### src/dliu_pkg.sv
// Constants, types and helpers shared by the debug link instruction unit.
package dliu_pkg;

	// Instruction byte layout.
	localparam int OPC_MSB = 7;
	localparam int OPC_LSB = 5;
	localparam int PTR_MSB = 3;
	localparam int PTR_LSB = 2;
	localparam int SZ_MSB  = 1;
	localparam int SZ_LSB  = 0;
	localparam int CSA_MSB = 3;
	localparam int INFO_BIT = 2;

	localparam logic [2:0] OPC_READ_PTR  = 3'h1;
	localparam logic [2:0] OPC_WRITE_PTR = 3'h3;
	localparam logic [2:0] OPC_READ_CS   = 3'h4;
	localparam logic [2:0] OPC_REPEAT    = 3'h5;
	localparam logic [2:0] OPC_WRITE_CS  = 3'h6;
	localparam logic [2:0] OPC_KEY       = 3'h7;

	localparam logic [1:0] PTR_MODE_HOLD = 2'h0;
	localparam logic [1:0] PTR_MODE_INC  = 2'h1;
	localparam logic [1:0] PTR_MODE_REG  = 2'h2;
	localparam logic [1:0] SIZE_BYTE     = 2'h0;
	localparam logic [1:0] SIZE_WORD     = 2'h1;
	localparam logic [1:0] KEY_SIZE_64   = 2'h0;
	localparam logic [1:0] INFO_SIZE_128 = 2'h1;

	localparam logic [7:0] ACK_CHAR      = 8'h40;
	localparam logic [4:0] KEY_BYTES     = 5'h08;
	localparam logic [4:0] INFO_BYTES_S  = 5'h08;
	localparam logic [4:0] INFO_BYTES_L  = 5'h10;
	// Arbitrary identification content, not tied to any real part.
	localparam logic [127:0] INFO_BLOCK  = 128'h30303030_30303030_5858585858585858;

	// Control space and turnaround field.
	localparam int         CS_AW         = 4;
	localparam int         GT_W          = 3;
	localparam logic [3:0] CS_GUARD_ADDR = 4'h2;
	localparam logic [2:0] GT_RESET      = 3'h0;
	localparam logic [2:0] GT_NONE       = 3'h7;

	// Software register port.
	localparam logic [1:0] REG_GUARD   = 2'h0;
	localparam logic [1:0] REG_STATUS  = 2'h1;
	localparam logic [1:0] REG_POINTER = 2'h2;

	typedef enum logic [3:0] {
		S_WAIT_BAUD_TRAINING_CHAR = 4'h0,
		S_INSTR      = 4'h1,
		S_DEC        = 4'h2,
		S_OPND       = 4'h3,
		S_BUS        = 4'h4,
		S_CS_RD      = 4'h5,
		S_GUARD      = 4'h6,
		S_TX         = 4'h7
	} dliu_state_t;

	function automatic logic [4:0] size_bytes(input logic [1:0] s);
		return (s == SIZE_WORD) ? 5'h02 : 5'h01;
	endfunction : size_bytes

	function automatic logic size_ok(input logic [1:0] s);
		return (s == SIZE_BYTE) || (s == SIZE_WORD);
	endfunction : size_ok

	function automatic logic [7:0] guard_idle_bits(input logic [2:0] f);
		return (f == GT_NONE) ? 8'h00 : (8'h80 >> f);
	endfunction : guard_idle_bits

endpackage : dliu_pkg

### src/dliu_core_if.sv
// Internal carrier between the instruction core, guard timer and control space.
`timescale 1ns/100ps
interface dliu_core_if;
	import dliu_pkg::*;
	logic              gt_start;
	logic [7:0]        gt_bits;
	logic              gt_done;
	logic              cs_we;
	logic [CS_AW-1:0]  cs_addr;
	logic [7:0]        cs_wdata;
	logic [7:0]        cs_rdata;

	modport core  (output gt_start, gt_bits, cs_we, cs_addr, cs_wdata,
	               input  gt_done, cs_rdata);
	modport timer (input  gt_start, gt_bits, output gt_done);
	modport mem   (input  cs_we, cs_addr, cs_wdata, output cs_rdata);
endinterface : dliu_core_if

### src/dliu_cs_mem.sv
// Sixteen byte control and status space with registered read data.
`timescale 1ns/100ps
module dliu_cs_mem
	import dliu_pkg::*;
#(
	parameter int DEPTH = 16
) (
	input  wire logic  i_clk,
	input  wire logic  i_resetn,
	dliu_core_if.mem   cif
);
	logic [7:0] mem [DEPTH];
	logic [7:0] rdata;
	logic [7:0] next_rdata;

	always_comb begin
		next_rdata = mem[cif.cs_addr];
	end

	// The array itself has no reset; software must write before reading.
	always_ff @(posedge i_clk) begin
		if (cif.cs_we) begin
			mem[cif.cs_addr] <= cif.cs_wdata;
		end
	end

	always_ff @(posedge i_clk or negedge i_resetn) begin
		if (!i_resetn) begin
			rdata <= 8'h00;
		end else begin
			rdata <= next_rdata;
		end
	end

	assign cif.cs_rdata = rdata;
endmodule : dliu_cs_mem

### src/dliu_guard.sv
// Turnaround guard timer counting idle bits at the link baud rate.
`timescale 1ns/100ps
module dliu_guard
	import dliu_pkg::*;
(
	input  wire logic  i_clk,
	input  wire logic  i_resetn,
	input  wire logic  i_baud_tick,
	dliu_core_if.timer cif
);
	logic [7:0] cnt;
	logic       run;
	logic       done;
	logic [7:0] next_cnt;
	logic       next_run;
	logic       next_done;

	always_comb begin
		next_cnt  = cnt;
		next_run  = run;
		next_done = 1'b0;
		if (cif.gt_start) begin
			next_cnt = cif.gt_bits;
			next_run = 1'b1;
		end else if (run) begin
			if (cnt == 8'h00) begin
				next_run  = 1'b0;
				next_done = 1'b1;
			end else if (i_baud_tick) begin
				next_cnt = cnt - 8'h01;
			end
		end
	end

	always_ff @(posedge i_clk or negedge i_resetn) begin
		if (!i_resetn) begin
			cnt  <= 8'h00;
			run  <= 1'b0;
			done <= 1'b0;
		end else begin
			cnt  <= next_cnt;
			run  <= next_run;
			done <= next_done;
		end
	end

	assign cif.gt_done = done;

	// Helper: idle bits seen since the last start.
	logic [7:0] want;
	logic [7:0] seen;
	always_ff @(posedge i_clk or negedge i_resetn) begin
		if (!i_resetn) begin
			want <= 8'h00;
			seen <= 8'h00;
		end else if (cif.gt_start) begin
			want <= cif.gt_bits;
			seen <= 8'h00;
		end else if (run && cnt != 8'h00 && i_baud_tick) begin
			seen <= seen + 8'h01;
		end
	end
endmodule : dliu_guard

### src/dliu_top.sv
// Instruction execution core of the single-wire debug link.
// Behaviour
// - Pointer read fetches bus data at the address pointer; operands up to 16 bits.
// - Size field 0 is one byte, 1 is a word; 2 and 3 are rejected.
// - Pointer read data and pointer readback leave only after the guard time.
// - Pointer write with mode 2 loads the pointer, then an acknowledge follows.
// - Mode 0 keeps the pointer; mode 1 advances it by data size after each read or write.
// - Each instruction follows a training character; pointer stores return an acknowledge.
// - Control read addresses the 16 byte space from the opcode, one byte only.
// - Control read byte is sent after the guard time.
// - Control write takes address from opcode, one byte, and gives no response.
// - Repeat loads an 8 bit count; next instruction runs count plus one times.
// - Repeated iterations take operands only; repeat itself is not repeated.
// - A repeat runs to its end unless a break character aborts it.
// - Without post-increment each repeated pointer access hits the same address.
// - Unlock code is exactly 64 bits in frames; no response is sent.
// - Info-block bit sends up to 128 bits after the guard time instead.
// - Each training character produces a capture event for the timer.
// - Idle bits at the current baud rate precede a turnaround transmission.
//
// The plain strobed port and the register offsets were left to the implementer.
`timescale 1ns/100ps
module dliu_top
	import dliu_pkg::*;
(
	input  wire logic        I_SYS_CLK,
	input  wire logic        I_RESETN,
	input  wire logic        I_RX_VALID,
	input  wire logic [7:0]  I_RX_DATA,
	input  wire logic        I_RX_BAUD_TRAINING_CHAR,
	input  wire logic        I_RX_BREAK,
	input  wire logic        I_BAUD_TICK,
	output logic             O_TX_VALID,
	output logic [7:0]       O_TX_DATA,
	input  wire logic        I_TX_READY,
	output logic             O_BUS_REQ,
	output logic             O_BUS_WE,
	output logic [15:0]      O_BUS_ADDR,
	output logic [7:0]       O_BUS_WDATA,
	input  wire logic        I_BUS_ACK,
	input  wire logic [7:0]  I_BUS_RDATA,
	output logic             O_KEY_VALID,
	output logic [63:0]      O_KEY,
	output logic             O_CAPTURE_EVENT,
	input  wire logic [1:0]  I_REG_ADDR,
	input  wire logic [15:0] I_REG_WDATA,
	input  wire logic        I_REG_WR,
	input  wire logic        I_REG_RD,
	output logic [15:0]      O_REG_RDATA
);
	dliu_core_if u_if ();

	dliu_guard u_guard (
		.i_clk       (I_SYS_CLK),
		.i_resetn    (I_RESETN),
		.i_baud_tick (I_BAUD_TICK),
		.cif         (u_if.timer)
	);

	dliu_cs_mem #(.DEPTH(16)) u_mem (
		.i_clk    (I_SYS_CLK),
		.i_resetn (I_RESETN),
		.cif      (u_if.mem)
	);

	dliu_state_t     state, next_state;
	logic [7:0]      instr, next_instr;
	logic [127:0]    buffer, next_buffer;
	logic [4:0]      idx, next_idx;
	logic [4:0]      len, next_len;
	logic [15:0]     ptr, next_ptr;
	logic [7:0]      rpt, next_rpt;
	logic            need_gt, next_need_gt;
	logic [GT_W-1:0] guard, next_guard;
	logic            next_tx_valid, next_bus_req, next_bus_we;
	logic [7:0]      next_tx_data, next_bus_wdata;
	logic [15:0]     next_bus_addr, next_reg_rdata;
	logic            next_key_valid;
	logic [63:0]     next_key;
	logic            go_tx, finish;
	logic [2:0]      opc;
	logic [1:0]      pmode, sz;
	logic [4:0]      nb, nidx;

	assign opc   = instr[OPC_MSB:OPC_LSB];
	assign pmode = instr[PTR_MSB:PTR_LSB];
	assign sz    = instr[SZ_MSB:SZ_LSB];
	assign nb    = size_bytes(sz);
	assign nidx  = idx + 5'h01;

	always_comb begin
		next_state     = state;
		next_instr     = instr;
		next_buffer    = buffer;
		next_idx       = idx;
		next_len       = len;
		next_ptr       = ptr;
		next_rpt       = rpt;
		next_need_gt   = need_gt;
		next_guard     = guard;
		next_tx_valid  = O_TX_VALID;
		next_tx_data   = O_TX_DATA;
		next_bus_req   = O_BUS_REQ;
		next_bus_we    = O_BUS_WE;
		next_bus_addr  = O_BUS_ADDR;
		next_bus_wdata = O_BUS_WDATA;
		next_key_valid = 1'b0;
		next_key       = O_KEY;
		go_tx          = 1'b0;
		finish         = 1'b0;
		u_if.gt_start  = 1'b0;
		u_if.gt_bits   = 8'h00;
		u_if.cs_we     = 1'b0;
		u_if.cs_addr   = instr[CSA_MSB:0];
		u_if.cs_wdata  = I_RX_DATA;
		if (I_REG_WR && I_REG_ADDR == REG_GUARD) begin
			next_guard = I_REG_WDATA[GT_W-1:0];
		end
		next_reg_rdata = 16'h0000;
		if (I_REG_RD) begin
			unique case (I_REG_ADDR)
				REG_GUARD:   next_reg_rdata = {13'h0000, guard};
				REG_STATUS:  next_reg_rdata = {4'h0, state, rpt};
				REG_POINTER: next_reg_rdata = ptr;
				default:     next_reg_rdata = 16'h0000;
			endcase
		end
		unique case (state)
			S_WAIT_BAUD_TRAINING_CHAR: begin
				if (I_RX_BAUD_TRAINING_CHAR) next_state = S_INSTR;
			end
			S_INSTR: begin
				if (I_RX_VALID) begin
					next_instr   = I_RX_DATA;
					next_need_gt = 1'b1;
					next_state   = S_DEC;
				end
			end
			S_DEC: begin
				next_idx   = 5'h00;
				next_len   = nb;
				next_state = S_WAIT_BAUD_TRAINING_CHAR;
				unique case (opc)
					OPC_READ_PTR: begin
						if (size_ok(sz) && pmode == PTR_MODE_REG) begin
							next_buffer[15:0] = ptr;
							go_tx = 1'b1;
						end else if (size_ok(sz) && pmode != PTR_MODE_REG
						             && pmode[1] == 1'b0) begin
							next_bus_req  = 1'b1;
							next_bus_we   = 1'b0;
							next_bus_addr = ptr;
							next_state    = S_BUS;
						end
					end
					OPC_WRITE_PTR: begin
						if (size_ok(sz) && pmode != 2'h3) next_state = S_OPND;
					end
					OPC_READ_CS:  next_state = S_CS_RD;
					OPC_WRITE_CS: begin
						next_len   = 5'h01;
						next_state = S_OPND;
					end
					OPC_REPEAT: begin
						if (sz == SIZE_BYTE) next_state = S_OPND;
					end
					OPC_KEY: begin
						if (instr[INFO_BIT]) begin
							if (size_ok(sz)) begin
								next_buffer = INFO_BLOCK;
								next_len    = (sz == INFO_SIZE_128) ?
								              INFO_BYTES_L : INFO_BYTES_S;
								go_tx       = 1'b1;
							end
						end else if (sz == KEY_SIZE_64) begin
							next_len   = KEY_BYTES;
							next_state = S_OPND;
						end
					end
					default: next_state = S_WAIT_BAUD_TRAINING_CHAR;
				endcase
			end
			S_OPND: begin
				if (I_RX_VALID) begin
					next_buffer[idx*8 +: 8] = I_RX_DATA;
					next_idx     = nidx;
					next_need_gt = 1'b1;
					if (nidx == len) begin
						next_idx = 5'h00;
						unique case (opc)
							OPC_WRITE_PTR: begin
								if (pmode == PTR_MODE_REG) begin
									next_ptr = (len == 5'h01) ?
									  {8'h00, next_buffer[7:0]} :
									  next_buffer[15:0];
									next_buffer[7:0] = ACK_CHAR;
									next_len = 5'h01;
									go_tx    = 1'b1;
								end else begin
									next_bus_req   = 1'b1;
									next_bus_we    = 1'b1;
									next_bus_addr  = ptr;
									next_bus_wdata = next_buffer[7:0];
									next_state     = S_BUS;
								end
							end
							OPC_WRITE_CS: begin
								u_if.cs_we = 1'b1;
								if (instr[CSA_MSB:0] == CS_GUARD_ADDR) begin
									next_guard = I_RX_DATA[GT_W-1:0];
								end
								finish = 1'b1;
							end
							OPC_REPEAT: begin
								next_rpt   = I_RX_DATA;
								next_state = S_WAIT_BAUD_TRAINING_CHAR;
							end
							default: begin
								next_key_valid = 1'b1;
								next_key       = next_buffer[63:0];
								finish         = 1'b1;
							end
						endcase
					end
				end
			end
			S_BUS: begin
				if (I_BUS_ACK) begin
					next_bus_req = 1'b0;
					if (!O_BUS_WE) next_buffer[idx*8 +: 8] = I_BUS_RDATA;
					next_idx = nidx;
					if (nidx != len) begin
						next_bus_req   = 1'b1;
						next_bus_addr  = ptr + {11'h000, nidx};
						next_bus_wdata = buffer[nidx*8 +: 8];
					end else begin
						if (pmode == PTR_MODE_INC) begin
							next_ptr = ptr + {11'h000, len};
						end
						if (O_BUS_WE) begin
							next_buffer[7:0] = ACK_CHAR;
							next_len = 5'h01;
						end
						go_tx = 1'b1;
					end
				end
			end
			S_CS_RD: begin
				// The guard field lives in a register that software can also write,
				// so its readback must come from there, not from the stale array.
				if (instr[CSA_MSB:0] == CS_GUARD_ADDR) begin
					next_buffer[7:0] = {{(8-GT_W){1'b0}}, guard};
				end else begin
					next_buffer[7:0] = u_if.cs_rdata;
				end
				next_len = 5'h01;
				go_tx    = 1'b1;
			end
			S_GUARD: begin
				if (u_if.gt_done) begin
					next_tx_valid = 1'b1;
					next_tx_data  = buffer[7:0];
					next_state    = S_TX;
				end
			end
			S_TX: begin
				if (O_TX_VALID && I_TX_READY) begin
					next_idx     = nidx;
					next_tx_data = buffer[nidx*8 +: 8];
					if (nidx == len) begin
						next_tx_valid = 1'b0;
						finish        = 1'b1;
					end
				end
			end
			default: next_state = S_WAIT_BAUD_TRAINING_CHAR;
		endcase
		// A repeat re-runs the held instruction without a new frame.
		if (finish) begin
			if (rpt != 8'h00) begin
				next_rpt   = rpt - 8'h01;
				next_state = S_DEC;
			end else begin
				next_state = S_WAIT_BAUD_TRAINING_CHAR;
			end
		end
		if (go_tx) begin
			u_if.gt_start = 1'b1;
			u_if.gt_bits  = next_need_gt ? guard_idle_bits(guard) : 8'h00;
			next_need_gt  = 1'b0;
			next_idx      = 5'h00;
			next_state    = S_GUARD;
		end
		// Break wins over state, repeat count, transmit and bus request, including a bus cycle in flight.
		if (I_RX_BREAK) begin
			next_state    = S_WAIT_BAUD_TRAINING_CHAR;
			next_rpt      = 8'h00;
			next_tx_valid = 1'b0;
			next_bus_req  = 1'b0;
			u_if.gt_start = 1'b0;
		end
	end

	always_ff @(posedge I_SYS_CLK or negedge I_RESETN) begin
		if (!I_RESETN) begin
			state           <= S_WAIT_BAUD_TRAINING_CHAR;
			instr           <= 8'h00;
			buffer          <= '0;
			idx             <= 5'h00;
			len             <= 5'h00;
			ptr             <= 16'h0000;
			rpt             <= 8'h00;
			need_gt         <= 1'b0;
			guard           <= GT_RESET;
			O_TX_VALID      <= 1'b0;
			O_TX_DATA       <= 8'h00;
			O_BUS_REQ       <= 1'b0;
			O_BUS_WE        <= 1'b0;
			O_BUS_ADDR      <= 16'h0000;
			O_BUS_WDATA     <= 8'h00;
			O_KEY_VALID     <= 1'b0;
			O_KEY           <= 64'h0000_0000_0000_0000;
			O_CAPTURE_EVENT <= 1'b0;
			O_REG_RDATA     <= 16'h0000;
		end else begin
			state           <= next_state;
			instr           <= next_instr;
			buffer          <= next_buffer;
			idx             <= next_idx;
			len             <= next_len;
			ptr             <= next_ptr;
			rpt             <= next_rpt;
			need_gt         <= next_need_gt;
			guard           <= next_guard;
			O_TX_VALID      <= next_tx_valid;
			O_TX_DATA       <= next_tx_data;
			O_BUS_REQ       <= next_bus_req;
			O_BUS_WE        <= next_bus_we;
			O_BUS_ADDR      <= next_bus_addr;
			O_BUS_WDATA     <= next_bus_wdata;
			O_KEY_VALID     <= next_key_valid;
			O_KEY           <= next_key;
			O_CAPTURE_EVENT <= I_RX_BAUD_TRAINING_CHAR;
			O_REG_RDATA     <= next_reg_rdata;
		end
	end
endmodule : dliu_top

### config.mk
export PLATFORM = sky130hd
export DESIGN_NAME = dliu_top
export DESIGN_NICKNAME = d
export VERILOG_FILES = /design/src/dliu_pkg.sv /design/src/dliu_core_if.sv /design/src/dliu_cs_mem.sv /design/src/dliu_guard.sv /design/src/dliu_top.sv
export SDC_FILE = /design/constraint.sdc
export NUM_CORES = 1
export LEC_CHECK = 0
export ABC_AREA = 1
export BUFFER_PORTS_ARGS = -buffer_cell sky130_fd_sc_hd__buf_2
export CORE_ASPECT_RATIO = 0.7
export CORE_MARGIN = 2
export CORE_UTILIZATION = 50
export DETAILED_ROUTE_END_ITERATION = 16
export PLACE_DENSITY_LB_ADDON = 0.05
export REMOVE_ABC_BUFFERS = 1
export SYNTH_ARGS = -nofsm -noshare
export SYNTH_HDL_FRONTEND = slang
export SYNTH_SLANG_ARGS = --single-unit
export TNS_END_PERCENT = 10
### constraint.sdc
create_clock -name I_SYS_CLK -period 3.6 [get_ports I_SYS_CLK]
set_input_delay 0.36 -clock I_SYS_CLK [delete_from_list [all_inputs] [get_ports I_SYS_CLK]]
set_output_delay 0.36 -clock I_SYS_CLK [all_outputs]
set_load 0.005 [all_outputs]
==> results_dict.tcl, run 1 <==
set metrics [dict create \
    synthCells 3184 \
    status "finished clean" \
    clkLatencyLatePin_ns 0.61 \
    yosysWarnings 0 \
    pre_cts_slack_ns 0.207 \
    drcViolationCount 0 \
    final_core_util 0.572 \
    setup_viol_count_final 0 \
    antenna_found_initial 5 \
    synth_top_cells_by_count "nand2_1, o21ai_0, inv_1" \
    die_y_um 189 \
    cpPeakStageDelay_ns 0.58 \
    hold-path-cell-count 3 \
    grtUsageTotal 0.357 \
    synth_cell_types 50 \
    reg2regPathDepth 15 \
    synth_most_common_cell "nand2_1" \
    max-vdd-ir-drop_v 0.000416 \
    grt_pass1_vias 21400 \
    first_pass_iters 6 \
    arrival_ns 3.83 \
    pwr-share-seq 0.334 \
    fin_cells 3986 \
    drv_cap 0 \
    route.final.wire_length_um 90800 \
    cts_tree "built" \
    fin_area_um2 27500 \
    coreArea_um2 48000 \
    p_leak_nw 12.7 \
    hp-class "primary input to flop" \
    maxSlewViolCount 0 \
    criticalPathCategory "flop to flop" \
    dp_hpwl_um 64700 \
    place.gp.congestion 0.983 \
    yosys_register_bits 438 \
    synth.top_cell.area_share 0.318 \
    finalHoldViolCount 0 \
    vias 23800 \
    worst_ep_required_time_ns 4.07 \
    timing.critical_path.mode_cell "nand2_1" \
    clock-sinks 438 \
    wl_per_cell_um 22.8 \
    synth_edf_count 128 \
    slowest_stage "nand3_1" \
    ff2ff_setup_slack_ns 0.24 \
    cts.htree.levels 2 \
    root_buffer "clkbuf_16" \
    fmax_mhz 298 \
    p_sw_mw 9.66 \
    start_util 0.509 \
    io-pin-count 161 \
    avgViaCountPerCell 5.97 \
    drive_gt1_frac 0.110 \
    grt_max_degree 118 \
    cts-buffers-inserted 45 \
    fin_crit_sh 0.932 \
    path_buf_inv 3 \
    async_flop_share 0.708 \
    ant_nets 0 \
    place_inst 3897 \
    placed_area_um2 25900 \
    fin_worst_skew_ns 0.0212 \
    finalWorstSetupSlack_ns 0.243 \
    synthTopCellsByArea "dfrtp_1, edfxtp_1, nand2_1" \
    cts.clk_slew.worst_paths_ns 0.06 \
    grt_pass1_wl_um 135000 \
    final_nets 3355 \
    rsz0062_at_grt "no" \
    holdWs_ns 0.0441 \
    slew-limit-headroom 0.197 \
    row_count 67 \
    io_buffers 147 \
    cp-start-kind "flop" \
    switching_share 0.455 \
    synth_top_area_cell "dfrtp_1" \
    drtIter0Drc 3171 \
    syn_avg_cell_area_um2 7.67 \
    synth_flop_cell "dfrtp_1" \
    yosysSeqAreaShare 0.475 \
    antenna_cells 0 \
    worst_pin_slew_ns 1.20 \
    netlist_area_um2 24400 \
    worst-path-stages 15 \
    crit_chain "inv_2 > ha_2 > nand2_1 > nor2_1 > ha_1 > inv_1 > nand2_1 > nor2_2 > nand3_1 > inv_2 > nand3_1 > o21ai_0 > nand2_1 > nand2_1 > o21ai_0" \
    powerDensity_nw_per_um2 772 \
    internal-power_mw 11.6 \
    cp-end-kind "flop" \
    die_w_um 268 \
    worst-path-max-fanout 21 \
    power_frac_comb 0.433 \
    fin_setup_tns_ns 0 \
    synthToLayoutAreaGrowth_pct 12.6 \
    fin_total_pwr_mw 21.2 \
    power_frac_clock 0.232 \
    gr-total-overflow 0 \
    post-route-min-period_ns 3.36 \
    dieArea_um2 50700 \
    cts_buffer_depth 3 \
    path_delay_family "simple AND/OR/NAND/NOR gates" \
]
layer usage:
metal / GRT usage / vias to the layer above / share of wire
met1: 0.560 / 11400 / 0.45
met4: 0.0847 / 8 / 0.022
met3: 0.113 / 151 / 0.14
li1: - / 10900 / -
met5: 0 / - / 0.00057
met2: 0.469 / 1372 / 0.39
final cells by class:
class                           count  area (um2)
Sequential cell                   438       11600
Fill cell                        4542       20500
Tap cell                          655         820
Timing Repair Buffer              238        1530
Clock inverter                     19         251
Clock buffer                       64        1270
Multi-Input combinational cell   2220       10700
Inverter                          352        1320
what timing repair did:
| item | CTS | global route |
|---|---|---|
| resized for setup | 0 | 2 |
| setup endpoints to repair | 0 | 8 |
| buffers inserted | 0 | 0 |
| endpoints found under the hold margin | 116 | 0 |
| hold buffers | 6 | 0 |
worst paths after layout:
| check | start | to |
|---|---|---|
| min | I_REG_WDATA[0] | guard[0] |
| max reg2reg | idx[0] | buffer[82] |
| min in group asynchronous | I_RESETN | O_REG_RDATA[5] |
| min reg2reg | O_KEY[8] | O_KEY[8] |
| max in group asynchronous | I_RESETN | buffer[109] |
| max | idx[0] | buffer[82] |
cell families (layout without fill, tap and decap cells):
logic type	Yosys count	after routing	synth area share
AND/OR/NAND/NOR	1393	1393	0.240
flip-flops	438	438	0.475
adder cells (fa/ha/maj)	16	16	0.00881
AO/OA/AOI/OAI	784	784	0.178
buffers and inverters	526	673	0.0881
XOR/XNOR	27	27	0.00999
placed cells by master (no fill, tap or decap), types with 44 or more instances in the layout:
| cell | count |
|---|---|
| buf_4 | 78 |
| o21ai_1 | 83 |
| dfrtp_1 | 309 |
| nand2_1 | 849 |
| buf_2 | 146 |
| nor2_1 | 183 |
| nor3_1 | 44 |
| o21ai_0 | 332 |
| nand3_1 | 224 |
| edfxtp_1 | 128 |
| o211ai_1 | 79 |
| a21oi_1 | 186 |
| inv_1 | 330 |
| a22oi_1 | 64 |
| clkbuf_16 | 45 |
registers in the layout, indices dropped and copies added, names as in the netlist, 3 cells and up:
name / count
buffer: 128
u_mem.mem: 128
O_KEY: 64
O_BUS_ADDR: 16
O_REG_RDATA: 16
ptr: 16
O_BUS_WDATA: 8
O_TX_DATA: 8
rpt: 8
u_guard.cnt: 8
u_mem.cif.cs_rdata: 8
instr: 7
idx: 5
len: 4
guard: 3
state: 3
worst register-to-register path: cells and delay by family (launching register included):
kind | cells | cell delay [ns]
adders and majority gates | 2 | 0.42
and+or+nand+nor | 8 | 1.50
buffers and inverters | 3 | 0.40
DFF | 1 | 0.42
AOI/OAI and AO/OA | 2 | 0.47
power groups by stage:
stage / clock network [mW] / logic [mW] / registers (mW)
2_1_floorplan: 0 / 5.30 / 6.93
3_3_place_gp: 0 / 8.71 / 7.12
3_5_place_dp: 0 / 8.87 / 7.14
4_1_cts: 4.98 / 8.91 / 7.06
5_1_grt: 5.21 / 10.0 / 7.19
6_report: 4.93 / 9.20 / 7.10
(Power assumes the default switching activity.)
==> inputs of run 2 (changes only) <==
Settings changed: PLACE_DENSITY set to 0.7, PLACE_DENSITY_LB_ADDON 0.05 to not set.
==> run 2 against run 1 <==
- register-to-register slack is essentially flat
- global-route usage down 1.0 points
- via count is 0.11% higher
- clock skew grew 0.0018 ns
- combinational power barely moved
- non-clock buffer count decreased by 6
- count of clock-buffer cells in the layout decreased by 3
- worst setup slack worse by 0.011 ns
- sequential share of layout area is 0.15 points higher
- first-iteration DRC count is 7.7% higher
- largest cell class unchanged
==> results_dict.tcl, run 2 (synthesis gave the netlist of run 1 again) <==
set metrics [dict create \
    status "finished clean" \
    arrival_ns 3.86 \
    cp-start-kind "flop" \
    grt_pass1_vias 21800 \
    die_y_um 189 \
    fin_area_um2 27400 \
    gr-usage-met1 0.532 \
    wl_per_cell_um 22.3 \
    hp-class "primary input to flop" \
    fin_total_pwr_mw 21.1 \
    worst-path-max-fanout 17 \
    antenna_found_initial 1 \
    powerDensity_nw_per_um2 771 \
    die_w_um 268 \
    cts-buffers-inserted 44 \
    place.gp.congestion 1.03 \
    io-pin-count 161 \
    worst_ep_required_time_ns 4.09 \
    clock-sinks 438 \
    first_pass_iters 6 \
    crit_chain "inv_2 > ha_2 > clkinv_1 > buf_4 > nand2_1 > nor2_1 > nand2_1 > nor2_1 > nand2_1 > nand3_1 > nand3_1 > o21ai_0 > inv_1" \
    fmax_mhz 297 \
    grtUsageMet3 0.109 \
    internal-power_mw 11.4 \
    p_sw_mw 9.67 \
    placed_area_um2 25900 \
    slew-limit-headroom 0.222 \
    rsz0062_at_grt "no" \
    post_cts_buffers 0 \
    cts.htree.levels 2 \
    power_frac_clock 0.228 \
    power_frac_comb 0.435 \
    path_buf_inv 4 \
    drive_gt1_frac 0.110 \
    final.fill_count 4497 \
    multi_input_area_um2 10700 \
    gr-total-overflow 0 \
    ant_nets 0 \
    post-route-min-period_ns 3.37 \
    fin_crit_sh 0.936 \
    pwr-share-seq 0.337 \
    grt_max_degree 105 \
    p_leak_nw 12.6 \
    fin_worst_skew_ns 0.0230 \
    finalHoldViolCount 0 \
    setup_viol_count_final 0 \
    drcViolationCount 0 \
    final_core_util 0.570 \
    cpPeakStageDelay_ns 0.50 \
    route.final.wire_length_um 88600 \
    start_util 0.509 \
    cts.clk_slew.worst_paths_ns 0.07 \
    drv_cap 0 \
    holdWs_ns 0.0191 \
    grt_pass1_wl_um 132000 \
    maxSlewViolCount 0 \
    slowest_stage "nor2_1" \
    switching_share 0.458 \
    root_buffer "clkbuf_16" \
    dieArea_um2 50700 \
    cts_buffer_depth 3 \
    grt_busiest_layer "met1" \
    fin_setup_tns_ns 0 \
    synthToLayoutAreaGrowth_pct 12.1 \
    max-vdd-ir-drop_v 0.000378 \
    antenna_cells 0 \
    cp-end-kind "flop" \
    pre_cts_slack_ns 0.265 \
    worst_pin_slew_ns 1.17 \
    fin_cells 3979 \
    reg_top3 "buffer x128, u_mem.mem x128, O_KEY x64" \
    place_inst 3895 \
    cts_tree "built" \
    final_common_cell "nand2_1" \
    criticalPathCategory "flop to flop" \
    finalWorstSetupSlack_ns 0.232 \
    final_nets 3348 \
    clkLatencyLatePin_ns 0.61 \
    dp_hpwl_um 63500 \
    register_area_um2 11600 \
    coreArea_um2 48000 \
    grtUsageTotal 0.346 \
    drtIter0Drc 3415 \
    path_delay_family "simple AND/OR/NAND/NOR gates" \
    avgViaCountPerCell 5.99 \
    vias 23800 \
    grt.met2_usage 0.473 \
    io_buffers 147 \
    row_count 67 \
    timing.critical_path.mode_cell "nand2_1" \
    most-common-layout-cells "nand2_1, o21ai_0, inv_1, dfrtp_1, nand3_1" \
]
-- run 2: final cells by class --
type / instances / share of cell area
inverter: 352 / 0.0483
timing repair buffer: 232 / 0.0531
clock buffer: 61 / 0.0462
tap: 655 / 0.0299
multi-input combinational: 2220 / 0.391
sequential: 438 / 0.423
clock inverter: 21 / 0.00822
-- run 2: per-layer routing --
layer	wire, um	up-vias
li1	-	10800
met1	38800	11500
met2	35500	1369
met3	12300	153
met4	1940	0
met5	0	-
-- run 2: what timing repair did --
action	in CTS	in global routing
hold buffers	2	0
gates resized for setup	0	4
endpoints found under the setup margin	0	42
hold endpoints to repair	83	0
-- run 2: worst paths after layout --
check                      slack (ns)        from       endpoint  cells past startpoint
max                              0.23      idx[0]     buffer[30]                     13
min                              0.02  I_RX_BREAK      O_BUS_REQ                      2
max reg2reg                      0.23      idx[0]     buffer[30]                     13
min reg2reg                      0.47   O_KEY[10]      O_KEY[10]                      2
max in group asynchronous        2.28    I_RESETN   O_TX_DATA[0]                      3
min in group asynchronous        0.35    I_RESETN  O_BUS_ADDR[6]                      2
-- run 2: power by group through the flow --
stage	sequential, mW	combinational, mW	clock [mW]
4_1_cts	7.07	8.87	4.83
5_1_grt	7.21	9.98	5.05
6_report	7.11	9.19	4.81
3_5_place_dp	7.16	8.82	0
3_3_place_gp	7.12	8.65	0
2_1_floorplan	6.93	5.30	0
